**src/core/citu_pkg.sv**
```systemverilog
// Shared constants and types of the interrupt and trap unit.
// Assumes one 10 MHz clock shared by the CPU side and the peripheral side.
`default_nettype none

package citu_pkg;

  // ---------------------------------------------------------------------
  // Internal I/O register map
  // ---------------------------------------------------------------------
  localparam logic [7:0]  LINE_ENABLE_OFS   = 8'h17;
  localparam logic [7:0]  VECTOR_BASE_OFS   = 8'h18;
  localparam logic [3:0]  LINE_ENABLE_RST   = 4'h0;
  localparam logic [6:0]  VECTOR_BASE_RST   = 7'h00;
  localparam int          VECTOR_BASE_LSB   = 1;   // Base bits sit in D7-D1
  localparam logic [7:0]  PAGE_RST          = 8'h00;
  localparam logic [15:0] EXTENSION_RST     = 16'h0000;

  // ---------------------------------------------------------------------
  // Fixed service addresses and timing
  // ---------------------------------------------------------------------
  localparam logic [31:0] NMI_ADDR          = 32'h0000_0066;
  localparam logic [31:0] RESTART_ADDR      = 32'h0000_0038;
  localparam int          NUM_LINES         = 4;
  localparam logic [2:0]  NMI_LOW_CYCLES    = 3'h4;  // Must outlast the 3-stage filter

  // ---------------------------------------------------------------------
  // Types
  // ---------------------------------------------------------------------
  typedef enum logic [1:0] {
    CITU_MODE_OPCODE  = 2'h0,
    CITU_MODE_RESTART = 2'h1,
    CITU_MODE_TABLE8  = 2'h2,
    CITU_MODE_VEC16   = 2'h3
  } citu_mode_e;

  typedef enum logic [2:0] {
    CITU_SVC_NMI      = 3'h0,
    CITU_SVC_OPCODE   = 3'h1,
    CITU_SVC_RESTART  = 3'h2,
    CITU_SVC_TABLE8   = 3'h3,
    CITU_SVC_VEC16    = 3'h4,
    CITU_SVC_ASSIGNED = 3'h5
  } citu_svc_e;

  typedef enum logic [1:0] {
    CITU_ST_IDLE   = 2'b00,
    CITU_ST_ACK    = 2'b01,
    CITU_ST_SAMPLE = 2'b11
  } citu_state_e;

endpackage

`default_nettype wire

```
**src/core/citu_if.sv**
```systemverilog
// Pin bundle between the CPU interrupt unit and its peripherals.
// Assumes both ends sit on clk_i; the CPU end still filters the pins.
`default_nettype none

interface citu_if;
  logic        nmi_n;               // Nonmaskable request, falling edge counts
  logic [3:0]  maskable_request_n;  // Level requests, low active
  logic        ack;                 // Acknowledge transaction in progress
  logic [1:0]  ack_line;            // Line being acknowledged
  logic [15:0] vec_data;            // Vector from the acknowledged peripheral
  logic        vec_oe;              // Peripheral drives vec_data

  modport dev (
    input  nmi_n,
    input  maskable_request_n,
    output ack,
    output ack_line,
    input  vec_data,
    input  vec_oe
  );

  modport per (
    output nmi_n,
    output maskable_request_n,
    input  ack,
    input  ack_line,
    output vec_data,
    output vec_oe
  );
endinterface

`default_nettype wire

```
**src/core/citu_device.sv**
```systemverilog
// CPU end of the interrupt and trap unit: enables, priority, response modes.
// Assumes the core pulses boundary_i at every instruction boundary, and after
// each iteration of block instructions, and pulses one instruction event at a time.
`default_nettype none

// Overview of operation
// - One edge NMI input, four low maskable lines.
// - Maskable taken only if line and global enabled.
// - Fixed priority, line 0 highest, line 3 lowest.
// - Peripheral holds its request until acknowledged.
// - No maskable acceptance during EI and next instruction.
// - Accept only at boundaries, including block iterations.
// - Four response modes chosen by mode instruction.
// - Global enable zero blocks every maskable request.
// - NMI: push, save global, clear, fetch 0x66.
// - NMI falling edge is latched and serviced.
// - Return-from-NMI restores global from saved flag.
// - Reset, trap, maskable acceptance clear both flags.
// - EI sets bits and global; DI clears selected.
// - Page/refresh load copies saved flag to PN.
// - Reset clears page and extension registers.
// - Line enables in D3-D0, upper bits read zero.
// - Base bits D7-D1 give A15-A9, bit0 zero.
// - Mode 0 vector on D15-D8 runs as opcode.
// - Undefined mode 0 opcode takes the trap.
// - Mode 1 ignores data, pushes, restarts at 0x38.
// - Mode 2 table address extension, page, vector, even.
// - Mode 3 takes 16-bit vector, pushes PC.
module citu_device (
  input  wire logic                clk_i,
  input  wire logic                rst_n_i,
  input  wire logic                ce_i,
  citu_if.dev                      link,
  input  wire logic                boundary_i,
  input  wire logic                ei_i,
  input  wire logic                di_i,
  input  wire logic                di_global_i,
  input  wire logic [3:0]          line_sel_i,
  input  wire logic                im_i,
  input  wire citu_pkg::citu_mode_e im_mode_i,
  input  wire logic                return_from_nonmaskable_i,
  input  wire logic                ld_pn_i,
  input  wire logic                trap_i,
  input  wire logic                page_wr_i,
  input  wire logic [7:0]          page_data_i,
  input  wire logic                ext_wr_i,
  input  wire logic [15:0]         ext_data_i,
  input  wire logic                io_wr_i,
  input  wire logic                io_rd_i,
  input  wire logic [7:0]          io_addr_i,
  input  wire logic [7:0]          io_wdata_i,
  output logic      [7:0]          io_rdata_o,
  output logic                     svc_valid_o,
  output citu_pkg::citu_svc_e      svc_kind_o,
  output logic                     svc_push_o,
  output logic      [31:0]         svc_addr_o,
  output logic      [7:0]          svc_opcode_o,
  output logic                     parity_overflow_flag_o,
  output logic                     global_mask_enable_o,
  output logic                     saved_mask_enable_o,
  output logic                     busy_o
);
  import citu_pkg::*;

  // ---------------------------------------------------------------------
  // Declarations
  // ---------------------------------------------------------------------
  logic        nmi_level;
  logic        nmi_prev;
  logic        nmi_pend;
  logic        nmi_fall;
  logic [3:0]  req_level_n;
  logic [3:0]  line_enable_bits;
  logic [6:0]  vector_base_bits;
  logic [7:0]  vector_page;
  logic [15:0] vector_page_extension;
  citu_mode_e  response_mode_select;
  logic        global_mask_enable;
  logic        saved_mask_enable;
  logic        ei_shadow;
  citu_state_e state;
  logic [1:0]  cur_line;
  logic [3:0]  live_req;
  logic        mask_open;
  logic        take_nmi;
  logic        take_int;
  logic [1:0]  next_line;

  // ---------------------------------------------------------------------
  // Pin filters
  // ---------------------------------------------------------------------
  citu_sync #(.W(1), .RST_VAL(1'b1)) u_nmi_sync (
    .clk_i   (clk_i),
    .rst_n_i (rst_n_i),
    .ce_i    (ce_i),
    .pin_i   (link.nmi_n),
    .level_o (nmi_level)
  );

  citu_sync #(.W(4), .RST_VAL(4'hF)) u_req_sync (
    .clk_i   (clk_i),
    .rst_n_i (rst_n_i),
    .ce_i    (ce_i),
    .pin_i   (link.maskable_request_n),
    .level_o (req_level_n)
  );

  // ---------------------------------------------------------------------
  // NMI edge latch
  // ---------------------------------------------------------------------
  assign nmi_fall = nmi_prev & ~nmi_level;

  // A new edge in the cycle the old one is serviced stays pending
  always_ff @(posedge clk_i or negedge rst_n_i) begin
    if (!rst_n_i) begin
      nmi_prev <= 1'b1;
      nmi_pend <= 1'b0;
    end else if (ce_i) begin
      nmi_prev <= nmi_level;
      nmi_pend <= nmi_fall | (nmi_pend & ~take_nmi);
    end
  end

  // ---------------------------------------------------------------------
  // Acceptance: requests are looked at only on a boundary while idle
  // ---------------------------------------------------------------------
  assign live_req  = ~req_level_n & line_enable_bits;
  assign mask_open = global_mask_enable & ~ei_shadow;
  assign take_nmi  = boundary_i & (state == CITU_ST_IDLE) & nmi_pend;
  assign take_int  = boundary_i & (state == CITU_ST_IDLE) & ~nmi_pend
                   & mask_open & (|live_req);

  // Lowest numbered live line wins
  always_comb begin
    next_line = 2'd0;
    for (int i = NUM_LINES - 1; i >= 0; i--) begin
      if (live_req[i]) begin
        next_line = 2'(i);
      end
    end
  end

  // EI blocks its own boundary; the following instruction then completes
  always_ff @(posedge clk_i or negedge rst_n_i) begin
    if (!rst_n_i) begin
      ei_shadow <= 1'b0;
    end else if (ce_i) begin
      if (ei_i) begin
        ei_shadow <= 1'b1;
      end else if (boundary_i) begin
        ei_shadow <= 1'b0;
      end
    end
  end

  // ---------------------------------------------------------------------
  // Enable flags; trap outranks every other update
  // ---------------------------------------------------------------------
  always_ff @(posedge clk_i or negedge rst_n_i) begin
    if (!rst_n_i) begin
      global_mask_enable <= 1'b0;
      saved_mask_enable  <= 1'b0;
    end else if (ce_i) begin
      if (trap_i || take_int) begin
        global_mask_enable <= 1'b0;
        saved_mask_enable  <= 1'b0;
      end else if (take_nmi) begin
        saved_mask_enable  <= global_mask_enable;
        global_mask_enable <= 1'b0;
      end else if (return_from_nonmaskable_i) begin
        global_mask_enable <= saved_mask_enable;
      end else if (ei_i) begin
        global_mask_enable <= 1'b1;
      end else if (di_i && di_global_i) begin
        global_mask_enable <= 1'b0;
      end
    end
  end

  // Flag copy for the accumulator load; enables stay as they are
  always_ff @(posedge clk_i or negedge rst_n_i) begin
    if (!rst_n_i) begin
      parity_overflow_flag_o <= 1'b0;
    end else if (ce_i && ld_pn_i) begin
      parity_overflow_flag_o <= saved_mask_enable;
    end
  end

  // ---------------------------------------------------------------------
  // Line enables, vector base, page, extension and mode
  // ---------------------------------------------------------------------
  always_ff @(posedge clk_i or negedge rst_n_i) begin
    if (!rst_n_i) begin
      line_enable_bits <= LINE_ENABLE_RST;
    end else if (ce_i) begin
      if (io_wr_i && io_addr_i == LINE_ENABLE_OFS) begin
        line_enable_bits <= io_wdata_i[3:0];
      end else if (ei_i) begin
        line_enable_bits <= line_enable_bits | line_sel_i;
      end else if (di_i) begin
        line_enable_bits <= line_enable_bits & ~line_sel_i;
      end
    end
  end

  always_ff @(posedge clk_i or negedge rst_n_i) begin
    if (!rst_n_i) begin
      vector_base_bits <= VECTOR_BASE_RST;
    end else if (ce_i && io_wr_i && io_addr_i == VECTOR_BASE_OFS) begin
      vector_base_bits <= io_wdata_i[7:VECTOR_BASE_LSB];
    end
  end

  always_ff @(posedge clk_i or negedge rst_n_i) begin
    if (!rst_n_i) begin
      vector_page           <= PAGE_RST;
      vector_page_extension <= EXTENSION_RST;
    end else if (ce_i) begin
      if (page_wr_i) begin
        vector_page <= page_data_i;
      end
      if (ext_wr_i) begin
        vector_page_extension <= ext_data_i;
      end
    end
  end

  always_ff @(posedge clk_i or negedge rst_n_i) begin
    if (!rst_n_i) begin
      response_mode_select <= CITU_MODE_OPCODE;
    end else if (ce_i && im_i) begin
      response_mode_select <= im_mode_i;
    end
  end

  // Read port; unmapped offsets and reserved bits read as zero
  always_ff @(posedge clk_i or negedge rst_n_i) begin
    if (!rst_n_i) begin
      io_rdata_o <= 8'h00;
    end else if (ce_i && io_rd_i) begin
      unique case (io_addr_i)
        LINE_ENABLE_OFS: io_rdata_o <= {4'h0, line_enable_bits};
        VECTOR_BASE_OFS: io_rdata_o <= {vector_base_bits, 1'b0};
        default:         io_rdata_o <= 8'h00;
      endcase
    end
  end

  // ---------------------------------------------------------------------
  // Acknowledge transaction: two cycles, vector sampled at the end
  // ---------------------------------------------------------------------
  always_ff @(posedge clk_i or negedge rst_n_i) begin
    if (!rst_n_i) begin
      state    <= CITU_ST_IDLE;
      cur_line <= 2'd0;
    end else if (ce_i) begin
      unique case (state)
        CITU_ST_IDLE: begin
          if (take_int) begin
            state    <= CITU_ST_ACK;
            cur_line <= next_line;
          end
        end
        CITU_ST_ACK:    state <= CITU_ST_SAMPLE;
        CITU_ST_SAMPLE: state <= CITU_ST_IDLE;
        default:        state <= CITU_ST_IDLE;
      endcase
    end
  end

  assign link.ack      = (state != CITU_ST_IDLE);
  assign link.ack_line = cur_line;
  assign busy_o        = (state != CITU_ST_IDLE);

  // ---------------------------------------------------------------------
  // Service report to the core, one pulse per accepted event
  // ---------------------------------------------------------------------
  always_ff @(posedge clk_i or negedge rst_n_i) begin
    if (!rst_n_i) begin
      svc_valid_o  <= 1'b0;
      svc_kind_o   <= CITU_SVC_NMI;
      svc_push_o   <= 1'b0;
      svc_addr_o   <= 32'h0000_0000;
      svc_opcode_o <= 8'h00;
    end else if (ce_i) begin
      svc_valid_o <= take_nmi || (state == CITU_ST_SAMPLE);
      if (take_nmi) begin
        svc_kind_o <= CITU_SVC_NMI;
        svc_push_o <= 1'b1;
        svc_addr_o <= NMI_ADDR;
      end else if (state == CITU_ST_SAMPLE && cur_line != 2'd0) begin
        // Lines 1-3 go through the assigned table below the base bits
        svc_kind_o <= CITU_SVC_ASSIGNED;
        svc_push_o <= 1'b1;
        svc_addr_o <= {vector_page_extension, vector_base_bits, 5'h00, cur_line, 2'b00};
      end else if (state == CITU_ST_SAMPLE) begin
        unique case (response_mode_select)
          CITU_MODE_OPCODE: begin
            // The core decodes it; an undefined one comes back as trap_i
            svc_kind_o   <= CITU_SVC_OPCODE;
            svc_push_o   <= 1'b0;
            svc_opcode_o <= link.vec_data[15:8];
            svc_addr_o   <= 32'h0000_0000;
          end
          CITU_MODE_RESTART: begin
            svc_kind_o <= CITU_SVC_RESTART;
            svc_push_o <= 1'b1;
            svc_addr_o <= RESTART_ADDR;
          end
          CITU_MODE_TABLE8: begin
            svc_kind_o <= CITU_SVC_TABLE8;
            svc_push_o <= 1'b1;
            svc_addr_o <= {vector_page_extension, vector_page, link.vec_data[15:9], 1'b0};
          end
          CITU_MODE_VEC16: begin
            svc_kind_o <= CITU_SVC_VEC16;
            svc_push_o <= 1'b1;
            svc_addr_o <= {vector_page_extension, link.vec_data};
          end
        endcase
      end
    end
  end

  assign global_mask_enable_o = global_mask_enable;
  assign saved_mask_enable_o  = saved_mask_enable;

endmodule

`default_nettype wire

```
**src/core/citu_sync.sv**
```systemverilog
// Three-stage input filter for pins from outside the clock domain.
// Assumes reset leaves every bit at the pins' idle level RST_VAL.
`default_nettype none

module citu_sync #(
  parameter int          W       = 1,
  parameter logic [W-1:0] RST_VAL = '1
) (
  input  wire logic         clk_i,
  input  wire logic         rst_n_i,
  input  wire logic         ce_i,
  input  wire logic [W-1:0] pin_i,
  output logic      [W-1:0] level_o
);

  logic [W-1:0] stage1;
  logic [W-1:0] stage2;
  logic [W-1:0] stage3;

  // ---------------------------------------------------------------------
  // Shift chain; stage1 feeds stage2 only, to keep metastability contained
  // ---------------------------------------------------------------------
  always_ff @(posedge clk_i or negedge rst_n_i) begin
    if (!rst_n_i) begin
      stage1 <= RST_VAL;
      stage2 <= RST_VAL;
      stage3 <= RST_VAL;
    end else if (ce_i) begin
      stage1 <= pin_i;
      stage2 <= stage1;
      stage3 <= stage2;
    end
  end

  // A bit changes only once the two settled stages agree
  always_ff @(posedge clk_i or negedge rst_n_i) begin
    if (!rst_n_i) begin
      level_o <= RST_VAL;
    end else if (ce_i) begin
      level_o <= (~(stage2 ^ stage3) & stage3) | ((stage2 ^ stage3) & level_o);
    end
  end

endmodule

`default_nettype wire

```
**src/flat_wrapper.sv**
```systemverilog
// flat-port wrapper written by rule: the top's interface ports become plain ports
module citu_device_flat import citu_pkg::*;
  (clk_i, rst_n_i, ce_i, boundary_i, ei_i, di_i, di_global_i, line_sel_i, im_i, im_mode_i, return_from_nonmaskable_i, ld_pn_i, trap_i, page_wr_i, page_data_i, ext_wr_i, ext_data_i, io_wr_i, io_rd_i, io_addr_i, io_wdata_i, io_rdata_o, svc_valid_o, svc_kind_o, svc_push_o, svc_addr_o, svc_opcode_o, parity_overflow_flag_o, global_mask_enable_o, saved_mask_enable_o, busy_o, link_nmi_n, link_maskable_request_n, link_ack, link_ack_line, link_vec_data, link_vec_oe);
  citu_if link_i ();
  input  wire logic clk_i;
  input  wire logic rst_n_i;
  input  wire logic ce_i;
  input  wire logic boundary_i;
  input  wire logic ei_i;
  input  wire logic di_i;
  input  wire logic di_global_i;
  input  wire logic [3:0] line_sel_i;
  input  wire logic im_i;
  input  wire citu_pkg::citu_mode_e im_mode_i;
  input  wire logic return_from_nonmaskable_i;
  input  wire logic ld_pn_i;
  input  wire logic trap_i;
  input  wire logic page_wr_i;
  input  wire logic [7:0] page_data_i;
  input  wire logic ext_wr_i;
  input  wire logic [15:0] ext_data_i;
  input  wire logic io_wr_i;
  input  wire logic io_rd_i;
  input  wire logic [7:0] io_addr_i;
  input  wire logic [7:0] io_wdata_i;
  output logic      [7:0] io_rdata_o;
  output logic svc_valid_o;
  output citu_pkg::citu_svc_e svc_kind_o;
  output logic svc_push_o;
  output logic      [31:0] svc_addr_o;
  output logic      [7:0] svc_opcode_o;
  output logic parity_overflow_flag_o;
  output logic global_mask_enable_o;
  output logic saved_mask_enable_o;
  output logic busy_o;
  input wire logic [$bits(link_i.nmi_n)-1:0] link_nmi_n;
  input wire logic [$bits(link_i.maskable_request_n)-1:0] link_maskable_request_n;
  output wire logic [$bits(link_i.ack)-1:0] link_ack;
  output wire logic [$bits(link_i.ack_line)-1:0] link_ack_line;
  input wire logic [$bits(link_i.vec_data)-1:0] link_vec_data;
  input wire logic [$bits(link_i.vec_oe)-1:0] link_vec_oe;
  assign link_i.nmi_n = link_nmi_n;
  assign link_i.maskable_request_n = link_maskable_request_n;
  assign link_ack = link_i.ack;
  assign link_ack_line = link_i.ack_line;
  assign link_i.vec_data = link_vec_data;
  assign link_i.vec_oe = link_vec_oe;
  citu_device u_core (.clk_i(clk_i), .rst_n_i(rst_n_i), .ce_i(ce_i), .link(link_i), .boundary_i(boundary_i), .ei_i(ei_i), .di_i(di_i), .di_global_i(di_global_i), .line_sel_i(line_sel_i), .im_i(im_i), .im_mode_i(im_mode_i), .return_from_nonmaskable_i(return_from_nonmaskable_i), .ld_pn_i(ld_pn_i), .trap_i(trap_i), .page_wr_i(page_wr_i), .page_data_i(page_data_i), .ext_wr_i(ext_wr_i), .ext_data_i(ext_data_i), .io_wr_i(io_wr_i), .io_rd_i(io_rd_i), .io_addr_i(io_addr_i), .io_wdata_i(io_wdata_i), .io_rdata_o(io_rdata_o), .svc_valid_o(svc_valid_o), .svc_kind_o(svc_kind_o), .svc_push_o(svc_push_o), .svc_addr_o(svc_addr_o), .svc_opcode_o(svc_opcode_o), .parity_overflow_flag_o(parity_overflow_flag_o), .global_mask_enable_o(global_mask_enable_o), .saved_mask_enable_o(saved_mask_enable_o), .busy_o(busy_o));
endmodule
```
**config.mk**
```make
export PLATFORM = sky130hd
export DESIGN_NAME = citu_device_flat
export DESIGN_NICKNAME = d
export VERILOG_FILES = /design/src/core/citu_pkg.sv /design/src/core/citu_if.sv /design/src/core/citu_device.sv /design/src/core/citu_sync.sv /design/src/flat_wrapper.sv
export SDC_FILE = /design/constraint.sdc
export NUM_CORES = 1
export LEC_CHECK = 0
export ABC_CLOCK_PERIOD_IN_PS = 2050
export BUFFER_PORTS_ARGS = -buffer_cell sky130_fd_sc_hd__buf_4
export CAP_MARGIN = 5
export CORE_ASPECT_RATIO = 0.6
export CORE_MARGIN = 10
export CORE_UTILIZATION = 50
export DETAILED_ROUTE_END_ITERATION = 10
export GPL_TIMING_DRIVEN = 0
export PLACE_DENSITY = 0.73
export SLEW_MARGIN = 20
export SYNTH_ARGS = -nofsm -noshare
export SYNTH_HDL_FRONTEND = slang
export SYNTH_HIERARCHICAL = 1
export SYNTH_SLANG_ARGS = --single-unit
```
**constraint.sdc**
```tcl
create_clock -name clk_i -period 2.05 [get_ports clk_i]
set_clock_uncertainty 0.05 [all_clocks]
set_input_delay 0.205 -clock clk_i [delete_from_list [all_inputs] [get_ports clk_i]]
set_output_delay 0.205 -clock clk_i [all_outputs]
set_load 0.05 [all_outputs]
```
=== Word-level counts from Yosys, hierarchy flattened ===
Index checks and enable logic that the tools add are counted.

* Register bits after elaboration: 120
* Output and inout port bits: 60

* Equality and inequality tests: 8
* Muxes and demuxes: 31
* Bitwise operators: 29
* Reductions and logical operators: 31

{| class="wikitable"
|+ Operators by type and width
! operator !! count
|-
| 32-bit one-hot mux with 4 select lines || 1
|-
| 32-bit 2-to-1 mux || 3
|-
| 4-bit bitwise AND || 4
|-
| 8-bit by 5-bit == test with 1-bit output (second input constant) || 2
|-
| 8-bit one-hot mux with 2 select lines || 1
|-
| 2-bit AND reduction || 8
|-
| 1-bit 2-to-1 mux || 12
|-
| 4-bit 2-to-1 mux || 3
|-
| 4-bit NOT || 3
|-
| 3-bit one-hot mux with 4 select lines || 1
|-
| 1-bit bitwise AND || 10
|-
| 2-bit 2-to-1 mux || 5
|-
| 3-bit 2-to-1 mux || 3
|-
| 1-bit logical AND || 8
|-
| 4-bit OR || 2
|-
| 2-bit nonzero test || 4
|-
| 2-bit == test (second input constant) || 3
|-
| 1-bit NOT || 6
|-
| 3-bit nonzero test || 2
|-
| 5-bit AND reduction || 1
|-
| 5-bit nonzero test || 1
|-
| 2-bit by 1-bit == test with 1-bit output (second input constant) || 2
|-
| 2-bit zero test || 2
|-
| 2-bit one-hot mux with 2 select lines || 1
|-
| other kinds (9) || 11
|}

=== Logic depth before layout (Yosys ltp) ===
Gate-level depths: netlist of the first run.

* Word-level depth: 8
* Depth in mapped cells: 9
* Depth with buffers taken out: 7

=== Modules after synthesis ===
Netlist of the first run, hierarchy kept.

{| class="wikitable"
|+ Modules (own cells, without submodules)
! module !! times used !! cells each !! area an instance (um^2) !! sequential area each (um^2)
|-
| citu_device || 1 || 368 || 4377.9 || 2503.7
|-
| citu_sync at u_core.u_req_sync || 1 || 42 || 664.4 || 420.4
|-
| citu_sync at u_core.u_nmi_sync || 1 || 10 || 161.4 || 105.1
|}

=== Worst setup path after synthesis of the first run ===
Ideal clock, no wire load.

* Path type: register to register
* Start point: register u_core.global_mask_enable, in the netlist u_core/global_mask_enable_o
* End point: register u_core.cur_line[0], in the netlist u_core/link.ack_line[0]
* Arrival time: 1.649 ns
* Setup slack: 0.223 ns
* Stages on the path, launching flop included: 6
* Path buffers: 0
* Clock period less this slack: 1.827 ns
* Cell sequence: dfrtp_1 -> inv_1 -> nor3_1 -> o2111a_1 -> and3b_1 -> mux2_1

* Word-level cells in the longest chain between the ends: 4

{| class="wikitable"
|+ RTL lines
! what !! RTL line !! RTL
|-
| start, declared || citu_device.sv:78 || <nowiki>logic global_mask_enable;</nowiki>
|-
| start signal, assigned || citu_device.sv:171 || <nowiki>global_mask_enable <= saved_mask_enable;</nowiki>
|-
| 1-bit bitwise AND || citu_device.sv:128 || <nowiki>assign mask_open = global_mask_enable & ~ei_shadow;</nowiki>
|-
| 1-bit bitwise AND (2 in series) || citu_device.sv:131 || <nowiki>& mask_open & (|live_req);</nowiki>
|-
| 3-bit AND reduction (no line) || n/a ||
|-
| end signal, assigned || citu_device.sv:261 || <nowiki>cur_line <= next_line;</nowiki>
|-
| end, declared || citu_device.sv:82 || <nowiki>logic [1:0] cur_line;</nowiki>
|}

No other way between the ends.
A chain may end at the register's enable or synchronous reset.

=== Final worst setup path of the first run ===
* Start point: register u_core.response_mode_select[0]
* End point: register u_core.svc_addr_o[30]

* Word-level cells in the longest chain between the ends: 5
* Elaborated cells between the ends (all ways): 8
* Classes of those cells: eq/ne (3); mux (4); reduce/logical (1)

{| class="wikitable"
|+ RTL lines
! what !! RTL line !! RTL
|-
| start, declared || citu_device.sv:77 || <nowiki>citu_mode_e response_mode_select;</nowiki>
|-
| start signal, assigned || citu_device.sv:232 || <nowiki>response_mode_select <= im_mode_i;</nowiki>
|-
| 2-bit == test, or another cell as far along || citu_device.sv:297 || <nowiki>unique case (response_mode_select)</nowiki>
|-
| 32-bit one-hot mux with 4 select lines (*) || citu_device.sv:297 ||
|-
| 32-bit 2-to-1 mux (*) || citu_device.sv:296 || <nowiki>end else if (state == CITU_ST_SAMPLE) begin</nowiki>
|-
| 32-bit 2-to-1 mux (*) || citu_device.sv:291 || <nowiki>end else if (state == CITU_ST_SAMPLE && cur_line != 2'd0) begin</nowiki>
|-
| 32-bit 2-to-1 mux (*) || citu_device.sv:287 || <nowiki>if (take_nmi) begin</nowiki>
|-
| end signal, assigned || citu_device.sv:295 || <nowiki>svc_addr_o <= {vector_page_extension, vector_base_bits, 5'h00, cur_line, 2'b00};</nowiki>
|-
| end signal, assigned || citu_device.sv:313 || <nowiki>svc_addr_o <= {vector_page_extension, vector_page, link.vec_data[15:9], 1'b0};</nowiki>
|-
| end signal, assigned || citu_device.sv:318 || <nowiki>svc_addr_o <= {vector_page_extension, link.vec_data};</nowiki>
|-
| end, declared || citu_device.sv:56 || <nowiki>output logic [31:0] svc_addr_o,</nowiki>
|}

Mark *: on every way between the ends. The rest lies on a longest branch, timed or not. The select of a mux whose other input is x is not followed.

==> impl_metrics.toml, run 1 <==
[timing]
max_freq_mhz = 533
layout_min_cycle_time_ns = 1.88
slew-limit-headroom = 0.617
slew_viol_final = 0
finalHoldViolCount = 0
setup_viol = 0
whs_ns = 0.0182
rsz0062_at_grt = "no"
worst_pin_slew_ns = 0.566
setup_tns_ns = 0
post-route-period-util = 0.915

[pwr]
power.density_nw_per_um2 = 1110
ir_drop_mv = 0.700
cellLeakagePower_nw = 3.55

[global_routing]
grt_pass1_wl_mm = 23.7
grt_pass1_vias = 4423
overflow = 0
grt_max_degree = 83
antenna_found_initial = 0
grt_use_total = 0.201

[floorplanning]
dieArea_um2 = 15000
io_pins = 143
die-width_um = 152
rows = 28
design.core.area_um2 = 10000
die_y_um = 99.0
start_util = 0.519

[placement]
globalplace.congestion = 0.784
hpwl_mm = 10.7
portBuffers = 141
dp.cells = 697

[final_layout]
area_delta_synth_final_pct = 44.3
fin_util = 0.750
layout.nets = 711
diodes = 0
drive_above_1_share = 0.436
final_cells = 772

[worst_setup_path]
worstSetupPathType = "reg2reg"
reg2reg_depth = 9
critPathCaptureType = "flip-flop"
crit_buf_inv = 3
critPathLaunchType = "flip-flop"
cp_common_cell = "nor2_1"
slowest_stage = "dfrtp_1"
critPathRequiredTime_ns = 2.29
crit_path_max_incr_delay_ns = 0.40
critical_path_cell_count = 9
cp_cell_sequence = "inv_1, ha_1, buf_2, nor2_1, nor2_1, nor2_1, nor2_4, buf_4, a22o_1"
cp_max_fo = 10
crit_family = "simple AND/OR/NAND/NOR gates"
cp.arrival_ns = 2.12

[logic_synthesis]
synth_area_per_cell_um2 = 12.4
ys_top_cells_by_count = "dfrtp_1, mux2_2, nand2_1, a22o_1, o21ai_0"
syn-cell-area_um2 = 5200
synthAdderAreaFrac = 0.00962
yosys.area.top_type = "dfrtp_1"
yosysMostFrequentCell = "dfrtp_1"
synth_xor_area_frac = 0
seq_area_frac_synth = 0.582
synth_seq_cells = 120
synth_area_leaders = "dfrtp_1, mux2_2, dfstp_2"
synth_enable_flop_cells = 0
async_flop_share = 1.00
synthSimpleGateAreaFrac = 0.0979
synth_top_family_by_area = "compound AO/OA/AOI/OAI gates"
yosysTopAreaCellShare = 0.476
synth-compound-area-share = 0.148
synth_flop_cell = "dfrtp_1"
synthMuxAreaShare = 0.134
synth_cell_types = 48
syn_nets = 507
syn_inst = 420
synth-warning-count = 6

[clock_tree]
cts.clk_slew.worst_paths_ns = 0.06
numCtsBuffers = 17
clk_latency_ns = 0.41
clock_sinks = 120
cts_tree = "built"
post_cts_buffers = 0
clock-root-buffer = "clkbuf_16"
clk_path_buf_depth = 2
htree_levels = 4

[route]
drc_errors = 0
routed_wl_mm = 15.1
via_per_inst = 5.48
dr.pass1.iters = 5
wire_per_inst_um = 19.5
num_vias = 4233
drtIter0Drc = 262
antenna_left = 0

[outcome]
status = "complete, no violations"

[worst_hold_path]
worstHoldPathCells = 3
hp-class = "in2reg"

[flow_run]
maxCapViolCount = 0
[kinds of logic after synthesis]
family                   after synthesis
buffers and inverters                 29
AND/OR/NAND/NOR                       95
multiplexers                          62
adder cells (fa/ha/maj)                4
flip-flops                           120
AO/OA/AOI/OAI                        110
[where the power goes]
group,total (mW),internal [mW],leakage (nW),switching [mW]
Sequential,3.09,2.80,1.50,0.283
Clock,3.08,2.02,0.285,1.06
Combinational,2.17,0.852,1.76,1.31
[through the flow]
step | total power [mW] | setup slack [ns] | instance area, um^2
after detailed placement | 5.20 | 0.107 | 6460
after floorplan | 4.43 | 0.223 | 5200
after CTS | 8.38 | 0.0905 | 7510
after global routing | 8.69 | 0.0294 | 7510
after global placement | 5.13 | 0.144 | 6430
final | 8.33 | 0.174 | 7510
[final timing paths]
kind,startpoint,slack (ns),end
worst max-delay path,u_core/response_mode_select[0],0.17,u_core/svc_addr_o[30]
worst min-delay path,link_vec_data[0],0.02,u_core/svc_addr_o[0]
worst max register to register,u_core/response_mode_select[0],0.17,u_core/svc_addr_o[30]
worst min register to register,u_core/vector_page_extension[9],0.43,u_core/svc_addr_o[25]
max in group asynchronous,rst_n_i,0.99,u_core/u_req_sync/stage3[0]
min in group asynchronous,rst_n_i,0.21,u_core/svc_addr_o[0]
[sequential cells by signal, indices dropped and copies added (netlist names), 2 cells and up, named ones only]
register,flops
u_core/io_rdata_o,8
u_core/u_req_sync/stage1,4
u_core/u_req_sync/stage3,4
u_core/vector_page,8
u_core/svc_opcode_o,8
u_core/u_req_sync/stage2,4
u_core/link.ack_line,2
u_core/response_mode_select,2
u_core/state,2
u_core/vector_page_extension,16
u_core/vector_base_bits,7
u_core/svc_addr_o,32
u_core/svc_kind_o,3
[cell usage in the layout (no fill, tap or decap), types with 3 or more instances in the layout]
master,n
clkinv_2,4
buf_4,145
a22o_1,25
dfrtp_1,99
a21oi_1,15
nand3_1,5
nand2_1,39
nor2b_1,3
nor2_1,11
clkbuf_16,17
a21o_1,6
buf_2,10
clkinvlp_4,5
bufinv_16,4
a32oi_1,3
o21ai_0,23
mux2_2,59
ha_1,4
clkbuf_1,4
o22a_1,3
inv_1,7
dfstp_2,21
nand2b_1,10
dlygate4sd3_1,44
a211oi_1,7
a22oi_1,18
nor3_1,12
[area by class of cell]
cell class,instances,area (um^2)
clock inverters,14,181
well taps,135,169
plain buffers,21,119
multi-input cells,271,2030
flip-flops and latches,120,3030
clock buffers,18,429
repair buffers,186,1530
inverters,7,26.3
fillers,677,2510
[worst register-to-register path, stage by stage (launching register included)]
cell	delay, ns
dfrtp_1	0.40
inv_1	0.10
ha_1	0.20
buf_2	0.17
nor2_1	0.12
nor2_1	0.05
nor2_1	0.20
nor2_4	0.10
buf_4	0.19
a22o_1	0.19
[metal layers]
layer / share of wire / vias up / track usage / routed length (um)
met5: 0 / - / 0 / 0
met4: 0.010 / 0 / 0.0599 / 152
met3: 0.098 / 17 / 0.0694 / 1470
met2: 0.46 / 178 / 0.307 / 6910
met1: 0.43 / 2086 / 0.262 / 6540
li1: - / 1952 / - / -
[what timing repair did]
| item | in CTS | in global routing |
|---|---|---|
| hold endpoints to repair | 81 | 0 |
| hold buffers | 44 | 0 |
| gates resized for setup | 0 | 2 |
| endpoints found under the setup margin | 0 | 15 |
No activity file was read; power rests on OpenSTA's default activity.
==> run 2: changes to the inputs <==
Settings changed: ABC_AREA set to 0, CORE_UTILIZATION 50 to 52, PLACE_DENSITY 0.73 to 0.75.
==> impl_metrics.toml, run 2 (same netlist as run 1, synthesis figures left out) <==
[final_layout]
layout.cells.most_common = "buf_4"
largest_reg_flops = 32
final_cell_mix = "buf_4, dfrtp_1, mux2_2"
n_fill_cell = 651
area_delta_synth_final_pct = 44.0
fin_util = 0.764
final_cells = 773
top_register = "u_core/svc_addr_o"
layout.nets = 711
drive_above_1_share = 0.441
largestRegisters = "u_core/svc_addr_o: 32 flops, u_core/vector_page_extension: 16 flops"

[route]
wl_met1_mm = 6.57
highest_layer = "met4"
routed_wl_mm = 15.5
dr.pass1.iters = 5
wire_per_inst_um = 20.1
num_vias = 4366
drc_errors = 0
via_per_inst = 5.65
met3_length_mm = 1.56
antenna_left = 0
drtIter0Drc = 341
route.met2.wl_mm = 7.11

[floorplanning]
die-width_um = 149
rows = 28
start_util = 0.530
design.core.area_um2 = 9810
dieArea_um2 = 14500
io_pins = 143
die_y_um = 97.5

[worst_setup_path]
critPathRequiredTime_ns = 2.32
worstSetupPathType = "reg2reg"
cp.arrival_ns = 2.17
crit_start = "u_core/response_mode_select[1]"
critical_path_cell_count = 6
r2r_setup_slack_ns = 0.14
critPathLaunchType = "flip-flop"
endpoint = "u_core/svc_addr_o[10]"
r2r_start = "u_core/response_mode_select[1]"
crit_buf_inv = 2
reg2reg_depth = 6
crit_path_max_incr_delay_ns = 0.52
cp_cell_sequence = "inv_1, ha_1, clkbuf_1, nor3_1, a21oi_1, o21ai_0"
cp_max_fo = 10
timing.rr.end = "u_core/svc_addr_o[10]"
slowest_stage = "dfrtp_1"
critPathCaptureType = "flip-flop"
crit_family = "flip-flops"

[global_routing]
overflow = 0
grt_max_degree = 82
grt_pass1_vias = 4591
grt_use_total = 0.215
antenna_found_initial = 1
grt_pass1_wl_mm = 25.1

[clock_tree]
clock_sinks = 120
clk_latency_ns = 0.41
numCtsBuffers = 17
post_cts_buffers = 0
clock-root-buffer = "clkbuf_16"
cts.clk_slew.worst_paths_ns = 0.06
cts_tree = "built"
clk_path_buf_depth = 2
htree_levels = 4

[worst_hold_path]
hp-class = "in2reg"

[timing]
rsz0062_at_grt = "no"
slew-limit-headroom = 0.711
max_freq_mhz = 525
worst_pin_slew_ns = 0.428
setup_tns_ns = 0
setup_slack_ns = 0.144
slew_viol_final = 0
finalHoldViolCount = 0
setup_viol = 0
post-route-period-util = 0.930
layout_min_cycle_time_ns = 1.91

[placement]
dp.cells = 697
hpwl_mm = 10.9
portBuffers = 141
globalplace.congestion = 0.808
place_ws_ns = 0.112

[pwr]
power.density_nw_per_um2 = 1100
ir_drop_mv = 0.959
power_mw = 8.22
cellLeakagePower_nw = 3.55

[outcome]
status = "complete, no violations"

[flow_run]
maxCapViolCount = 0
## run 2: cell type report
class / instances / area, um^2 / share of cell area
antenna: 1 / 2.50 / 0.000334
inverter: 7 / 26.3 / 0.00351
buffer: 21 / 119 / 0.0159
clock buffer: 18 / 439 / 0.0586
multi-input combinational: 271 / 2030 / 0.271
clock inverter: 14 / 150 / 0.0200
timing repair buffer: 186 / 1530 / 0.204
sequential: 120 / 3030 / 0.404
tap: 135 / 169 / 0.0225
## run 2: how the worst min path moves through the flow
stage                      startpoint                        endpoint  slack (ns)  cells past startpoint
global route        link_vec_data[11]          u_core/svc_opcode_o[3]       0.009                      2
floorplan                     rst_n_i                       async pin       -0.14                      0
global placement         im_mode_i[1]  u_core/response_mode_select[1]        0.39                      2
detailed placement            rst_n_i           u_core/svc_addr_o[30]        0.09                      1
CTS                     io_wdata_i[3]      u_core/vector_base_bits[2]       0.002                      2
finish              link_vec_data[11]          u_core/svc_opcode_o[3]        0.02                      2
## run 2: stage by stage
stage	cell area, um^2	hold slack (ns)
floorplan	5200	-0.141
global placement	6430	0.387
detailed placement	6460	0.0920
CTS	7490	0.00214
global route	7490	0.00857
finish	7490	0.0152
## run 2: power breakdown
group          switching [mW]  total [mW]  internal, mW
clock network            1.11        2.94          1.83
logic                    1.32        2.18         0.853
registers               0.300        3.10          2.80
total                    2.73        8.22          5.48
## run 2: timing repair
| action | 4_1_cts | 5_1_grt |
|---|---|---|
| endpoints found under the setup margin | 0 | 14 |
| hold buffers | 44 | 0 |
| endpoints found under the hold margin | 82 | 0 |
| resized for setup | 0 | 3 |
## run 2: layer usage
layer | track usage | vias up
met5 | 0 | -
met4 | 0.0676 | 0
met3 | 0.0800 | 29
met2 | 0.322 | 191
met1 | 0.283 | 2190
li1 | - | 1956
